--- src/shared/rgseq_regs.vh ---
// Register map, field positions, reset values and timing counts of the regulator sequencer.
`ifndef RGSEQ_REGS_VH
`define RGSEQ_REGS_VH
`define RGSEQ_ADDR_W 4
`define RGSEQ_CTRL_OFS 4'h0
`define RGSEQ_STATUS_OFS 4'h4
`define RGSEQ_CTRL_ORDER_LSB 0
`define RGSEQ_CTRL_VARIANT_BIT 2
`define RGSEQ_CTRL_RST 3'h0
`define RGSEQ_ST_TSD_BIT 0
`define RGSEQ_ST_UVLO_BIT 1
`define RGSEQ_ST_BUCK_ON_BIT 2
`define RGSEQ_ST_LDO_ON_BIT 3
`define RGSEQ_ST_CAUSE_LOW_BIT 4
`define RGSEQ_ST_PEND_BUCK_BIT 5
`define RGSEQ_ST_PEND_LDO_BIT 6
`define RGSEQ_ST_STATE_LSB 8
`define RGSEQ_ORDER_LDO_FIRST 2'h0
`define RGSEQ_ORDER_TOGETHER 2'h3
`define RGSEQ_RESP_OKAY 2'h0
`define RGSEQ_RESP_DECERR 2'h3
`define RGSEQ_CLK_HZ 50000000
`define RGSEQ_TICK_US 1000
`define RGSEQ_TICK_CYCLES (`RGSEQ_CLK_HZ / 1000000 * `RGSEQ_TICK_US)
`define RGSEQ_SEQ_DELAY_MS 2
`define RGSEQ_OFF_TIME_MS 2
`define RGSEQ_CAUSE_HOLD_MS 1000
`define RGSEQ_SEQ_TICKS (`RGSEQ_SEQ_DELAY_MS * 1000 / `RGSEQ_TICK_US)
`define RGSEQ_OFF_TICKS (`RGSEQ_OFF_TIME_MS * 1000 / `RGSEQ_TICK_US)
`define RGSEQ_CAUSE_TICKS (`RGSEQ_CAUSE_HOLD_MS * 1000 / `RGSEQ_TICK_US)
`endif

--- src/rtl/rgseq_tick.v ---
// Internal oscillator divider giving a one-cycle time-base enable pulse.
`timescale 1ns/100ps
module rgseq_tick #(
   parameter TICK_CYCLES = 50000
) (
   input wire i_clock,
   input wire i_rst,
   input wire i_sync,
   output reg o_tick
);
   reg [16:0] count_reg;

   always @(posedge i_clock) begin
      if (i_rst || i_sync) begin
         count_reg <= 17'h00000;
         o_tick <= 1'b0;
      end else if (count_reg == TICK_CYCLES[16:0] - 17'h00001) begin
         count_reg <= 17'h00000;
         o_tick <= 1'b1;
      end else begin
         count_reg <= count_reg + 17'h00001;
         o_tick <= 1'b0;
      end
   end
endmodule // rgseq_tick

--- src/rtl/rgseq_top.v ---
// Regulator enable sequencer with protection gating and an AXI4-Lite register port.
`timescale 1ns/100ps
`include "rgseq_regs.vh"
module rgseq_top #(
   parameter TICK_CYCLES = `RGSEQ_TICK_CYCLES
) (
   input wire i_clock,
   input wire i_rst,
   input wire i_buck_enable_pin,
   input wire i_ldo_enable_pin,
   input wire i_mode_pin,
   input wire i_temp_above_150,
   input wire i_temp_below_130,
   input wire i_supply_below_2v15,
   input wire i_supply_below_3v65,
   input wire i_wd1_timeout,
   input wire i_wd2_power_cycle,
   input wire [3:0] i_awaddr,
   input wire i_awvalid,
   output wire o_awready,
   input wire [31:0] i_wdata,
   input wire [3:0] i_wstrb,
   input wire i_wvalid,
   output wire o_wready,
   output reg [1:0] o_bresp,
   output reg o_bvalid,
   input wire i_bready,
   input wire [3:0] i_araddr,
   input wire i_arvalid,
   output wire o_arready,
   output reg [31:0] o_rdata,
   output reg [1:0] o_rresp,
   output reg o_rvalid,
   input wire i_rready,
   output reg o_buck_switch_en,
   output reg o_buck_rectifier_en,
   output reg o_buck_forced_pwm,
   output reg o_buck_power_save_operation,
   output reg o_buck_soft_start,
   output reg o_ldo_en,
   output reg o_ldo_soft_start,
   output wire o_watchdog_cause_status_out,
   output wire o_watchdog_cause_status_oe_n
);
   localparam ST_IDLE = 2'h0;
   localparam ST_OFF = 2'h1;
   localparam ST_FIRST = 2'h2;
   localparam [9:0] SEQ_TICKS = `RGSEQ_SEQ_TICKS;
   localparam [9:0] OFF_TICKS = `RGSEQ_OFF_TICKS;
   localparam [9:0] CAUSE_TICKS = `RGSEQ_CAUSE_TICKS;

   // Order decode, shared by the sequencer steps.
   function ldo_first;
      input [1:0] code;
      begin
         ldo_first = (code == `RGSEQ_ORDER_LDO_FIRST);
      end
   endfunction

   function start_together;
      input [1:0] code;
      begin
         start_together = (code == `RGSEQ_ORDER_TOGETHER);
      end
   endfunction

   reg [2:0] ctrl_reg;
   reg tsd_reg;
   reg uvlo_reg;
   reg cause_low_reg;
   reg [9:0] cause_cnt_reg;
   reg [1:0] state_reg;
   reg [1:0] state_next;
   reg [9:0] seq_cnt_reg;
   reg pend_buck_reg;
   reg pend_ldo_reg;
   reg buck_cmd_q;
   reg ldo_cmd_q;
   reg aw_full_reg;
   reg w_full_reg;
   reg [3:0] aw_addr_reg;
   reg [31:0] w_data_reg;
   reg [3:0] w_strb_reg;
   wire tick;
   wire [1:0] order_code;
   wire uvlo_now;
   wire buck_cmd;
   wire ldo_cmd;
   wire seq_done;
   wire wr_fire;
   wire [31:0] status_word;

   assign order_code = ctrl_reg[`RGSEQ_CTRL_ORDER_LSB +: 2];

   rgseq_tick #(
      .TICK_CYCLES(TICK_CYCLES)
   ) u_tick (
      .i_clock(i_clock),
      .i_rst(i_rst),
      .i_sync(i_wd2_power_cycle),
      .o_tick(tick)
   );

   // Thermal shutdown holds until the cool comparator reports below 130 C.
   always @(posedge i_clock) begin
      if (i_rst) begin
         tsd_reg <= 1'b0;
      end else if (i_temp_above_150) begin
         tsd_reg <= 1'b1;
      end else if (i_temp_below_130) begin
         tsd_reg <= 1'b0;
      end
   end

   // The variant bit picks which lockout comparator is in use.
   assign uvlo_now = ctrl_reg[`RGSEQ_CTRL_VARIANT_BIT] ? i_supply_below_3v65
                                                       : i_supply_below_2v15;

   always @(posedge i_clock) begin
      if (i_rst) begin
         uvlo_reg <= 1'b0;
      end else begin
         uvlo_reg <= uvlo_now;
      end
   end

   // Restart sequencer after a long watchdog power cycle.
   assign seq_done = tick && (seq_cnt_reg == SEQ_TICKS - 10'h001);

   always @* begin
      state_next = state_reg;
      case (state_reg)
         ST_IDLE: begin
            state_next = ST_IDLE;
         end
         ST_OFF: begin
            if (tick && (seq_cnt_reg == OFF_TICKS - 10'h001)) begin
               if (start_together(order_code)) begin
                  state_next = ST_IDLE;
               end else begin
                  state_next = ST_FIRST;
               end
            end
         end
         ST_FIRST: begin
            if (seq_done) begin
               state_next = ST_IDLE;
            end
         end
         default: begin
            state_next = ST_IDLE;
         end
      endcase
      if (i_wd2_power_cycle) begin
         state_next = ST_OFF;
      end
   end

   always @(posedge i_clock) begin
      if (i_rst) begin
         state_reg <= ST_IDLE;
         seq_cnt_reg <= 10'h000;
         pend_buck_reg <= 1'b0;
         pend_ldo_reg <= 1'b0;
      end else begin
         state_reg <= state_next;
         if (state_next != state_reg || i_wd2_power_cycle) begin
            seq_cnt_reg <= 10'h000;
         end else if (tick) begin
            seq_cnt_reg <= seq_cnt_reg + 10'h001;
         end
         if (i_wd2_power_cycle) begin
            pend_buck_reg <= 1'b1;
            pend_ldo_reg <= 1'b1;
         end else if (state_reg == ST_OFF && state_next == ST_IDLE) begin
            pend_buck_reg <= 1'b0;
            pend_ldo_reg <= 1'b0;
         end else if (state_reg == ST_OFF && state_next == ST_FIRST) begin
            if (ldo_first(order_code)) begin
               pend_ldo_reg <= 1'b0;
            end else begin
               pend_buck_reg <= 1'b0;
            end
         end else if (state_reg == ST_FIRST && state_next == ST_IDLE) begin
            pend_buck_reg <= 1'b0;
            pend_ldo_reg <= 1'b0;
         end
      end
   end

   // On-commands: pin level gated by every shutdown source.
   assign buck_cmd = i_buck_enable_pin && !tsd_reg && !uvlo_reg && !pend_buck_reg;
   assign ldo_cmd = i_ldo_enable_pin && !tsd_reg && !uvlo_reg && !pend_ldo_reg;

   // A rising on-command starts the soft start, also when thermal shutdown ends.
   always @(posedge i_clock) begin
      if (i_rst) begin
         buck_cmd_q <= 1'b0;
         ldo_cmd_q <= 1'b0;
         o_buck_switch_en <= 1'b0;
         o_buck_rectifier_en <= 1'b0;
         o_buck_forced_pwm <= 1'b0;
         o_buck_power_save_operation <= 1'b0;
         o_buck_soft_start <= 1'b0;
         o_ldo_en <= 1'b0;
         o_ldo_soft_start <= 1'b0;
      end else begin
         buck_cmd_q <= buck_cmd;
         ldo_cmd_q <= ldo_cmd;
         o_buck_switch_en <= buck_cmd;
         o_buck_rectifier_en <= buck_cmd;
         o_ldo_en <= ldo_cmd;
         o_buck_soft_start <= buck_cmd && !buck_cmd_q;
         o_ldo_soft_start <= ldo_cmd && !ldo_cmd_q;
         o_buck_forced_pwm <= buck_cmd && i_mode_pin;
         o_buck_power_save_operation <= buck_cmd && !i_mode_pin;
      end
   end

   // Watchdog cause: driven low for one second after a long watchdog event, released early by a short watchdog timeout.
   always @(posedge i_clock) begin
      if (i_rst) begin
         cause_low_reg <= 1'b0;
         cause_cnt_reg <= 10'h000;
      end else if (i_wd2_power_cycle) begin
         cause_low_reg <= 1'b1;
         cause_cnt_reg <= 10'h000;
      end else if (i_wd1_timeout) begin
         cause_low_reg <= 1'b0;
         cause_cnt_reg <= 10'h000;
      end else if (cause_low_reg && tick) begin
         if (cause_cnt_reg == CAUSE_TICKS - 10'h001) begin
            cause_low_reg <= 1'b0;
            cause_cnt_reg <= 10'h000;
         end else begin
            cause_cnt_reg <= cause_cnt_reg + 10'h001;
         end
      end
   end

   // Open-drain pin: only ever pulls low, released reads high.
   assign o_watchdog_cause_status_out = 1'b0;
   assign o_watchdog_cause_status_oe_n = !cause_low_reg;

   // AXI4-Lite write path; address and data are caught in either order.
   assign o_awready = !aw_full_reg && !o_bvalid;
   assign o_wready = !w_full_reg && !o_bvalid;
   assign wr_fire = aw_full_reg && w_full_reg && !o_bvalid;

   always @(posedge i_clock) begin
      if (i_rst) begin
         aw_full_reg <= 1'b0;
         w_full_reg <= 1'b0;
         aw_addr_reg <= 4'h0;
         w_data_reg <= 32'h00000000;
         w_strb_reg <= 4'h0;
         o_bvalid <= 1'b0;
         o_bresp <= `RGSEQ_RESP_OKAY;
         ctrl_reg <= `RGSEQ_CTRL_RST;
      end else begin
         if (i_awvalid && o_awready) begin
            aw_full_reg <= 1'b1;
            aw_addr_reg <= i_awaddr;
         end
         if (i_wvalid && o_wready) begin
            w_full_reg <= 1'b1;
            w_data_reg <= i_wdata;
            w_strb_reg <= i_wstrb;
         end
         if (wr_fire) begin
            aw_full_reg <= 1'b0;
            w_full_reg <= 1'b0;
            o_bvalid <= 1'b1;
            case ({aw_addr_reg[3:2], 2'h0})
               `RGSEQ_CTRL_OFS: begin
                  o_bresp <= `RGSEQ_RESP_OKAY;
                  if (w_strb_reg[0]) begin
                     ctrl_reg <= w_data_reg[2:0];
                  end
               end
               `RGSEQ_STATUS_OFS: begin
                  o_bresp <= `RGSEQ_RESP_OKAY;
               end
               default: begin
                  o_bresp <= `RGSEQ_RESP_DECERR;
               end
            endcase
         end else if (o_bvalid && i_bready) begin
            o_bvalid <= 1'b0;
         end
      end
   end

   // Status word gathers the live protection and sequencer state.
   assign status_word = {22'h000000, state_reg, 1'b0, pend_ldo_reg, pend_buck_reg,
                         cause_low_reg, o_ldo_en, o_buck_switch_en, uvlo_reg, tsd_reg};

   // AXI4-Lite read path: one outstanding read, answered the cycle after it is taken.
   assign o_arready = !o_rvalid;

   always @(posedge i_clock) begin
      if (i_rst) begin
         o_rvalid <= 1'b0;
         o_rdata <= 32'h00000000;
         o_rresp <= `RGSEQ_RESP_OKAY;
      end else if (i_arvalid && o_arready) begin
         o_rvalid <= 1'b1;
         case ({i_araddr[3:2], 2'h0})
            `RGSEQ_CTRL_OFS: begin
               o_rdata <= {29'h00000000, ctrl_reg};
               o_rresp <= `RGSEQ_RESP_OKAY;
            end
            `RGSEQ_STATUS_OFS: begin
               o_rdata <= status_word;
               o_rresp <= `RGSEQ_RESP_OKAY;
            end
            default: begin
               o_rdata <= 32'h00000000;
               o_rresp <= `RGSEQ_RESP_DECERR;
            end
         endcase
      end else if (o_rvalid && i_rready) begin
         o_rvalid <= 1'b0;
      end
   end
endmodule // rgseq_top

--- config.mk ---
export PLATFORM = sky130hd
export DESIGN_NAME = rgseq_top
export DESIGN_NICKNAME = d
export VERILOG_FILES = /design/src/rtl/rgseq_tick.v /design/src/rtl/rgseq_top.v
export VERILOG_INCLUDE_DIRS = /design/src /design/src/shared
export SDC_FILE = /design/constraint.sdc
export NUM_CORES = 1
export LEC_CHECK = 0
export BUFFER_PORTS_ARGS = -buffer_cell sky130_fd_sc_hd__buf_2
export CAP_MARGIN = 20
export CORE_MARGIN = 10
export CORE_UTILIZATION = 30
export CTS_CLUSTER_DIAMETER = 100
export DETAILED_ROUTE_END_ITERATION = 10
export HOLD_SLACK_MARGIN = 0.03
export PLACE_DENSITY = 0.58
export SYNTH_ARGS = -nofsm -noshare
export SYNTH_HDL_FRONTEND = slang
export SYNTH_SLANG_ARGS = --single-unit
--- constraint.sdc ---
create_clock -name i_clock -period 2.4 [get_ports i_clock]
set_input_delay 0.12 -clock i_clock [delete_from_list [all_inputs] [get_ports i_clock]]
set_output_delay 0.12 -clock i_clock [all_outputs]
set_load 0.01 [all_outputs]
==> results_tabular.tex, run 1 <==
\begin{tabular}{lr}
\hline
Metric & Value \\
\hline
\multicolumn{2}{l}{\textbf{Logic synthesis}} \\
Main combinational cell family by area after synthesis & simple AND/OR/NAND/NOR gates \\
Syn\_area\_per\_cell & 8.99 um\^{}2 \\
Syn Std Cell Area & between 3000 and 4000 um\^{}2 \\
Multiplexer area fraction after synthesis & 0.0509 \\
Register area share after synthesis & 0.453 \\
Gate count after technology mapping & $\sim$370 \\
Adder and majority gate portion of the synthesized area & 0.0226 \\
Post-synthesis cell type count & 42 \\
Yosys warnings & 0 \\
Simple-gate share of the synthesized area & 0.244 \\
Seq cells post-synth & 75 \\
Xor/xnor share of the synthesized area & 0.0872 \\
Synth Area in Compound Gates & 0.0491 \\
\multicolumn{2}{l}{\textbf{STA}} \\
F\_max & approximately 530 MHz \\
Max-slew violation count & 0 \\
Setup WS post-layout & 514 ps \\
TNS Setup & 0 ps \\
Worst Tran Pin Value & roughly 530 ps \\
Final worst path period need & 1890 ps \\
Fraction of the cycle the final worst path needs & 0.786 \\
Total setup violations reported at the end of the flow & 0 \\
Post-Route Skew & approximately 9.3 ps \\
Final hold violation count & 0 \\
Unrepaired setup endpoints after global routing & no \\
Hold slack & between 40 and 50 ps \\
Worst rel slew slack & 0.643 \\
\multicolumn{2}{l}{\textbf{Clocking}} \\
Number of clock buffers inserted by TritonCTS & 9 \\
Sink Count & 75 \\
Clk buf depth & 2 \\
CTS tree & yes \\
CTS clk-pin slew, worst paths & 80 ps \\
Post-CTS setup repair buffer count & 0 \\
Worst skew pair latency & 350 ps \\
Max H-tree Level & 3 \\
Cell at the root of the clock tree & sky130\_fd\_sc\_hd\_\_clkbuf\_8 \\
\multicolumn{2}{l}{\textbf{Drt}} \\
Total wire length & between 6000 and 7000 um \\
Routed wire length on met2 & between 3000 and 4000 um \\
Met1 wire length & 3100 um \\
Detail Route Antenna Nets & 0 \\
Final routed DRC violation total & 0 \\
Wirelength per Cell & 12.0 um \\
Met3 layer wire length in the routed design & around 540 um \\
Via/cell ratio & 4.47 \\
Routed via count & approximately 2,500 \\
Violation count after the first detailed-route iteration & about 210 \\
Number of iterations in the first detailed-routing pass & 4 \\
DR top layer & met4 \\
\multicolumn{2}{l}{\textbf{Die}} \\
Effective utilization at floorplan & 0.306 \\
Die width & about 130 um \\
Die extent in y & $\sim$130 um \\
Core Footprint & approximately 11,000 um\^{}2 \\
Number of rows in the core area & 38 \\
Area enclosed by the die boundary & $\sim$16,000 um\^{}2 \\
I/O pin total & 110 \\
\multicolumn{2}{l}{\textbf{Cells and area}} \\
Synthesis-to-finish area growth & 16.7\% \\
Most frequent standard cell in the layout excluding fill and tap cells & sky130\_fd\_sc\_hd\_\_nor2\_1 \\
Flip-flop count of the largest register after layout & 17 \\
Number of nets in the layout & $\sim$490 \\
Final Non-Filler Cells & $\sim$570 \\
Layout cell share with drive strength beyond 1 & 0.183 \\
Final core area utilization & 0.357 \\
Final design instance area without fill & 3870 um\^{}2 \\
Commonest cells after routing, fill and taps aside & 84 x sky130\_fd\_sc\_hd\_\_nor2\_1, 75 x sky130\_fd\_sc\_hd\_\_dfxtp\_1, 49 x sky130\_fd\_sc\_hd\_\_buf\_2 \\
\multicolumn{2}{l}{\textbf{Worst hold path}} \\
Number of cells traversed by the worst hold path & 3 \\
Path category of the worst min-delay check & primary input to flop \\
\multicolumn{2}{l}{\textbf{Worst setup path}} \\
Type of the worst setup path & flop to flop \\
R2r worst-path depth & 7 \\
Required time at the worst-slack endpoint & around 2700 ps \\
Worst Setup End Kind & flop \\
Max Fanout on Critical Path & 5 \\
Critical path launch point type & flop \\
CP Data Arrival Time & roughly 2200 ps \\
\multicolumn{2}{l}{\textbf{Placement}} \\
Number of port buffers & between 40 and 50 \\
Worst slack after detailed placement & roughly 500 ps \\
Post-DP Area & $\sim$3600 um\^{}2 \\
Dpl cells & $\sim$550 \\
Placer Congestion & 0.751 \\
Total half-perimeter wirelength after legalization and detailed placement & around 5200 um \\
\multicolumn{2}{l}{\textbf{Global route}} \\
Grt ovf & 0 \\
Total routing resource utilization after global routing & 0.0885 \\
Antenna violations before repair & 1 \\
Maximum number of pins on one net before global-route repair & 22 \\
Via count of the first global-routing pass & between 2,000 and 2,500 \\
First-pass GRT wire length & between 10,000 and 15,000 um \\
\multicolumn{2}{l}{\textbf{Status}} \\
Run status & complete, no violations \\
\multicolumn{2}{l}{\textbf{Power}} \\
Leakage & $\sim$1.5 nW \\
Power Dens Cells & around 650 nW/um\^{}2 \\
Post-layout total power & $\sim$2.5 mW \\
Worst IR Drop VDD & between 0.0002 and 0.00025 V \\
\multicolumn{2}{l}{\textbf{Job}} \\
Maximum Capacitance Violations & 0 \\
\hline
\end{tabular}
where the power goes:
group / internal (mW) / switching (mW) / total (mW) / leakage (nW)
Combinational: 0.0703 / 0.104 / 0.174 / 0.829
Sequential: 1.27 / 0.0202 / 1.29 / 0.609
Clock: 0.604 / 0.447 / 1.05 / 0.108
Total: 1.95 / 0.571 / 2.52 / 1.55
cell families (layout without fill, tap and decap cells):
kind of cell / after synthesis / count (layout)
XOR/XNOR: 33 / 33
adder cells (fa/ha/maj): 6 / 6
AND/OR/NAND/NOR: 164 / 164
flip-flops: 75 / 75
other: 1 / 25
buffers and inverters: 50 / 85
multiplexers: 16 / 16
AO/OA/AOI/OAI: 24 / 24
worst paths after layout:
kind / start / to / slack [ps]
min reg2reg: ldo_cmd_q$_SDFF_PP0_ / o_ldo_soft_start$_SDFF_PP0_ / 440
max reg2reg: state_reg[0]$_SDFF_PP0_ / pend_ldo_reg$_SDFFE_PP0P_ / 510
max: state_reg[0]$_SDFF_PP0_ / pend_ldo_reg$_SDFFE_PP0P_ / 510
min: i_awaddr[2] / aw_addr_reg[2]$_SDFFE_PP0P_ / 40
critical path, stage by stage, from the launching register on:
cell and delay (ps):
sky130_fd_sc_hd__dfxtp_1 400, sky130_fd_sc_hd__inv_1 110, sky130_fd_sc_hd__ha_1 360, sky130_fd_sc_hd__nor2_1 180, sky130_fd_sc_hd__nand3_1 100, sky130_fd_sc_hd__mux2_4 280
sky130_fd_sc_hd__nor4b_4 130, sky130_fd_sc_hd__nor4_1 260
per-layer routing:
| metal | vias to the layer above | track usage |
|---|---|---|
| met5 | - | 0 |
| met4 | 0 | 0.0366 |
| met3 | 11 | 0.0406 |
| met2 | 63 | 0.135 |
| met1 | 1170 | 0.106 |
| li1 | 1295 | - |
synthesized netlist by cell type (all sizes together):
library cell  count  share of area
nor2             84          0.095
dfxtp            75           0.45
buf              30          0.069
nand2            18          0.020
xnor2            18          0.048
xor2             15          0.040
nand3            14          0.021
mux2i            12          0.036
inv              11          0.012
nor4             10          0.023
a21oi             9          0.014
a22oi             9          0.020
clkbuf            9          0.010
nand4             7          0.015
nor3              7          0.011
ha                6          0.023
mux2              4          0.015
and2              3         0.0057
and3              3         0.0057
nand2b            3         0.0057
nor3b             3         0.0068
nor4b             3          0.014
a211oi            2         0.0045
and4              2         0.0053
nand3b            2         0.0045
or3               2         0.0038
a21boi            1         0.0023
a311oi            1         0.0026
conb              1         0.0011
nor2b             1         0.0019
o211ai            1         0.0038
o22ai             1         0.0019
or3b              1         0.0026
or4b              1         0.0030
cell type report:
class                      instances  area, um^2
fill                            1118        6970
multi-input combinational        267        1600
sequential                        75        1500
timing repair buffer              59         338
tap                              140         175
clock buffer                      10         138
clock inverter                     5        77.6
inverter                          11        41.3
antenna                            1        2.50
repair_timing:
item | CTS | global route
gates resized for setup | 0 | 0
hold buffers | 7 | 0
setup endpoints to repair | 0 | 0
hold endpoints to repair | 8 | 0
(Power assumes the default switching activity.)
==> inputs of run 2 (changes only) <==
--- a/config.mk
+++ b/config.mk
@@ -13,7 +13,7 @@
 export CTS_CLUSTER_DIAMETER = 100
 export DETAILED_ROUTE_END_ITERATION = 10
 export HOLD_SLACK_MARGIN = 0.03
-export PLACE_DENSITY = 0.58
+export PLACE_DENSITY = 0.6
 export SYNTH_ARGS = -nofsm -noshare
 export SYNTH_HDL_FRONTEND = slang
 export SYNTH_SLANG_ARGS = --single-unit
==> constraint.sdc (replaced) <==
create_clock -name i_clock -period 1.7 [get_ports i_clock]
set_input_delay 0.085 -clock i_clock [delete_from_list [all_inputs] [get_ports i_clock]]
set_output_delay 0.085 -clock i_clock [all_outputs]
set_load 0.01 [all_outputs]
==> results_tabular.tex, run 2 (synthesized netlist as in run 1, its figures left out) <==
\begin{tabular}{lr}
\hline
Metric & Value \\
\hline
\multicolumn{2}{l}{\textbf{Status}} \\
Run status & complete, no violations (unchanged) \\
\multicolumn{2}{l}{\textbf{STA}} \\
Final worst path period need & 1630 ps (was 1890 ps) \\
Post-Route Skew & 11.8 ps (was 9.31 ps) \\
Final hold violation count & 0 (unchanged) \\
Total setup violations reported at the end of the flow & 0 (unchanged) \\
TNS Setup & 0 ps (unchanged) \\
Hold slack & 105 ps (was 41.6 ps) \\
Max-slew violation count & 0 (unchanged) \\
F\_max & 614 MHz (was 530 MHz) \\
Fraction of the cycle the final worst path needs & 0.958 (was 0.786) \\
\multicolumn{2}{l}{\textbf{Global route}} \\
First-pass GRT wire length & 12,600 um (was 11,700 um) \\
Via count of the first global-routing pass & 2,670 (was 2,461) \\
Antenna violations before repair & 0 (was 1) \\
Maximum number of pins on one net before global-route repair & 27 (was 22) \\
Grt ovf & 0 (unchanged) \\
Total routing resource utilization after global routing & 0.0949 (was 0.0885) \\
\multicolumn{2}{l}{\textbf{Worst setup path}} \\
Max Fanout on Critical Path & 6 (was 5) \\
Required time at the worst-slack endpoint & 1940 ps (was 2660 ps) \\
Worst Setup End Kind & flop (unchanged) \\
Critical path launch point type & flop (unchanged) \\
CP Data Arrival Time & 1860 ps (was 2150 ps) \\
Type of the worst setup path & flop to flop (unchanged) \\
\multicolumn{2}{l}{\textbf{Power}} \\
Net switching share of the total power & 0.237 (was 0.227) \\
Clock network fraction of total power & 0.423 (was 0.418) \\
Register share of total power & 0.495 (was 0.513) \\
Post-layout total power & 3.68 mW (was 2.52 mW) \\
Fraction of power consumed by combinational cells & 0.082 (was 0.069) \\
Net switching power figure & 0.874 mW (was 0.571 mW) \\
Power Dens Cells & 870 nW/um\^{}2 (was 651 nW/um\^{}2) \\
Worst IR Drop VDD & 0.000405 V (was 0.000250 V) \\
Cell-internal power & 2.81 mW (was 1.95 mW) \\
Leakage & 1.73 nW (was 1.55 nW) \\
\multicolumn{2}{l}{\textbf{Clocking}} \\
Cell at the root of the clock tree & sky130\_fd\_sc\_hd\_\_clkbuf\_8 (unchanged) \\
Worst skew pair latency & 350 ps (about the same) \\
Max H-tree Level & 3 (unchanged) \\
CTS clk-pin slew, worst paths & 80 ps (about the same) \\
CTS tree & yes (unchanged) \\
Sink Count & 75 (unchanged) \\
Number of clock buffers inserted by TritonCTS & 9 (unchanged) \\
Clk buf depth & 2 (unchanged) \\
\multicolumn{2}{l}{\textbf{Cells and area}} \\
Commonest cells after routing, fill and taps aside & 83 x sky130\_fd\_sc\_hd\_\_nor2\_1, 72 x sky130\_fd\_sc\_hd\_\_dfxtp\_1, 49 x sky130\_fd\_sc\_hd\_\_buf\_2 (was 84 x sky130\_fd\_sc\_hd\_\_nor2\_1, 75 x sky130\_fd\_sc\_hd\_\_dfxtp\_1, 49 x sky130\_fd\_sc\_hd\_\_buf\_2) \\
Most frequent standard cell in the layout excluding fill and tap cells & sky130\_fd\_sc\_hd\_\_nor2\_1 (unchanged) \\
Flip-flop count of the largest register after layout & 17 (unchanged) \\
Layout cell share with drive strength beyond 1 & 0.242 (was 0.183) \\
Final Non-Filler Cells & 599 (was 568) \\
Synthesis-to-finish area growth & 27.7\% (was 16.7\%) \\
Antenna diode instance count & 0 (was 1) \\
Number of fillers in the final layout & 1,058 (was 1,118) \\
Final core area utilization & 0.391 (was 0.357) \\
Number of nets in the layout & 520 (was 489) \\
\multicolumn{2}{l}{\textbf{Die}} \\
Die width & 125 um (unchanged) \\
Number of rows in the core area & 38 (unchanged) \\
Core Footprint & 10,800 um\^{}2 (unchanged) \\
I/O pin total & 110 (unchanged) \\
Die extent in y & 125 um (unchanged) \\
Area enclosed by the die boundary & 15,700 um\^{}2 (unchanged) \\
Effective utilization at floorplan & 0.306 (unchanged) \\
\multicolumn{2}{l}{\textbf{Placement}} \\
Placer Congestion & 0.786 (was 0.751) \\
Dpl cells & 563 (was 545) \\
Total half-perimeter wirelength after legalization and detailed placement & 5350 um (was 5160 um) \\
Number of port buffers & 49 (unchanged) \\
\multicolumn{2}{l}{\textbf{Drt}} \\
Violation count after the first detailed-route iteration & 164 (was 207) \\
Number of iterations in the first detailed-routing pass & 4 (unchanged) \\
Routed via count & 2,639 (was 2,539) \\
Wirelength per Cell & 12.6 um (was 12.0 um) \\
Total wire length & 7540 um (was 6820 um) \\
Detail Route Antenna Nets & 0 (unchanged) \\
Final routed DRC violation total & 0 (unchanged) \\
Via/cell ratio & 4.41 (was 4.47) \\
\multicolumn{2}{l}{\textbf{Worst hold path}} \\
Path category of the worst min-delay check & primary input to flop (unchanged) \\
\multicolumn{2}{l}{\textbf{Job}} \\
Maximum Capacitance Violations & 0 (unchanged) \\
\hline
\end{tabular}
==> run 2: changes by cell type in the layout (fill, tap and decap cells not counted), moves of 2 or more <==
cell,previous run,this run
sky130_fd_sc_hd__dlygate4sd3_1,7,17
sky130_fd_sc_hd__nor4_4,0,2
sky130_fd_sc_hd__buf_4,3,23
sky130_fd_sc_hd__dfxtp_1,75,72
sky130_fd_sc_hd__dfxtp_2,0,2
sky130_fd_sc_hd__ha_1,6,3
sky130_fd_sc_hd__clkinv_4,0,3
sky130_fd_sc_hd__nor3_1,7,5
sky130_fd_sc_hd__clkinv_2,2,0
sky130_fd_sc_hd__nor4_2,2,0
sky130_fd_sc_hd__ha_4,0,2
==> run 2: power groups by stage <==
stage | Sequential [mW] | Combinational (mW) | Clock (mW)
final | 1.82 | 0.301 | 1.56
after detailed placement | 1.87 | 0.258 | 0
after CTS | 1.82 | 0.291 | 1.60
after floorplan | 1.86 | 0.202 | 0
after global placement | 1.86 | 0.255 | 0
after global routing | 1.83 | 0.335 | 1.67
==> run 2: cell type report <==
cell class                 count  area (um^2)  area share
tap                          140          175      0.0414
timing repair buffer          90          608       0.144
multi-input combinational    267         1680       0.396
clock buffer                  11          141      0.0334
clock inverter                 5         86.3      0.0204
inverter                      11         41.3     0.00975
sequential                    75         1510       0.356
==> run 2: critical path: stages (launching register included) <==
cell and delay (ps):
sky130_fd_sc_hd__dfxtp_4 380, sky130_fd_sc_hd__inv_2 50, sky130_fd_sc_hd__ha_4 240, sky130_fd_sc_hd__nor3_4 160
sky130_fd_sc_hd__a311oi_2 120, sky130_fd_sc_hd__o211ai_2 330, sky130_fd_sc_hd__buf_4 190, sky130_fd_sc_hd__nor2_1 40
==> run 2: per-stage QoR <==
step | setup WS [ps] | instance area (um^2)
detailed placement | -14.6 | 3740
global route | -28.9 | 4240
finish | 70.7 | 4240
floorplan | 44.0 | 3420
global placement | 23.4 | 3740
CTS | 15.9 | 4150
==> run 2: timing repair <==
| action | CTS | global route |
|---|---|---|
| gates resized for setup | 2 | 14 |
| gates cloned | 0 | 0 |
| hold buffers | 17 | 0 |
| setup buffers | 1 | 2 |
| setup endpoints to repair | 7 | 12 |
| pin swaps | 3 | 7 |
| hold endpoints to repair | 16 | 0 |
==> run 2: final timing paths <==
check	from	end	slack [ps]	depth (start not counted)
setup / recovery	state_reg[0]$_SDFF_PP0_	seq_cnt_reg[7]$_SDFFE_PP0P_	70	7
hold / removal	i_wd1_timeout	cause_low_reg$_SDFFE_PP0P_	100	4
setup reg to reg	state_reg[0]$_SDFF_PP0_	seq_cnt_reg[7]$_SDFFE_PP0P_	70	7
hold reg to reg	ldo_cmd_q$_SDFF_PP0_	o_ldo_soft_start$_SDFF_PP0_	450	1
==> run 2: layer usage <==
metal	global-route usage	part of all wire
met5	0	0
met4	0.0413	0.013
met3	0.0359	0.063
met2	0.153	0.47
met1	0.110	0.45
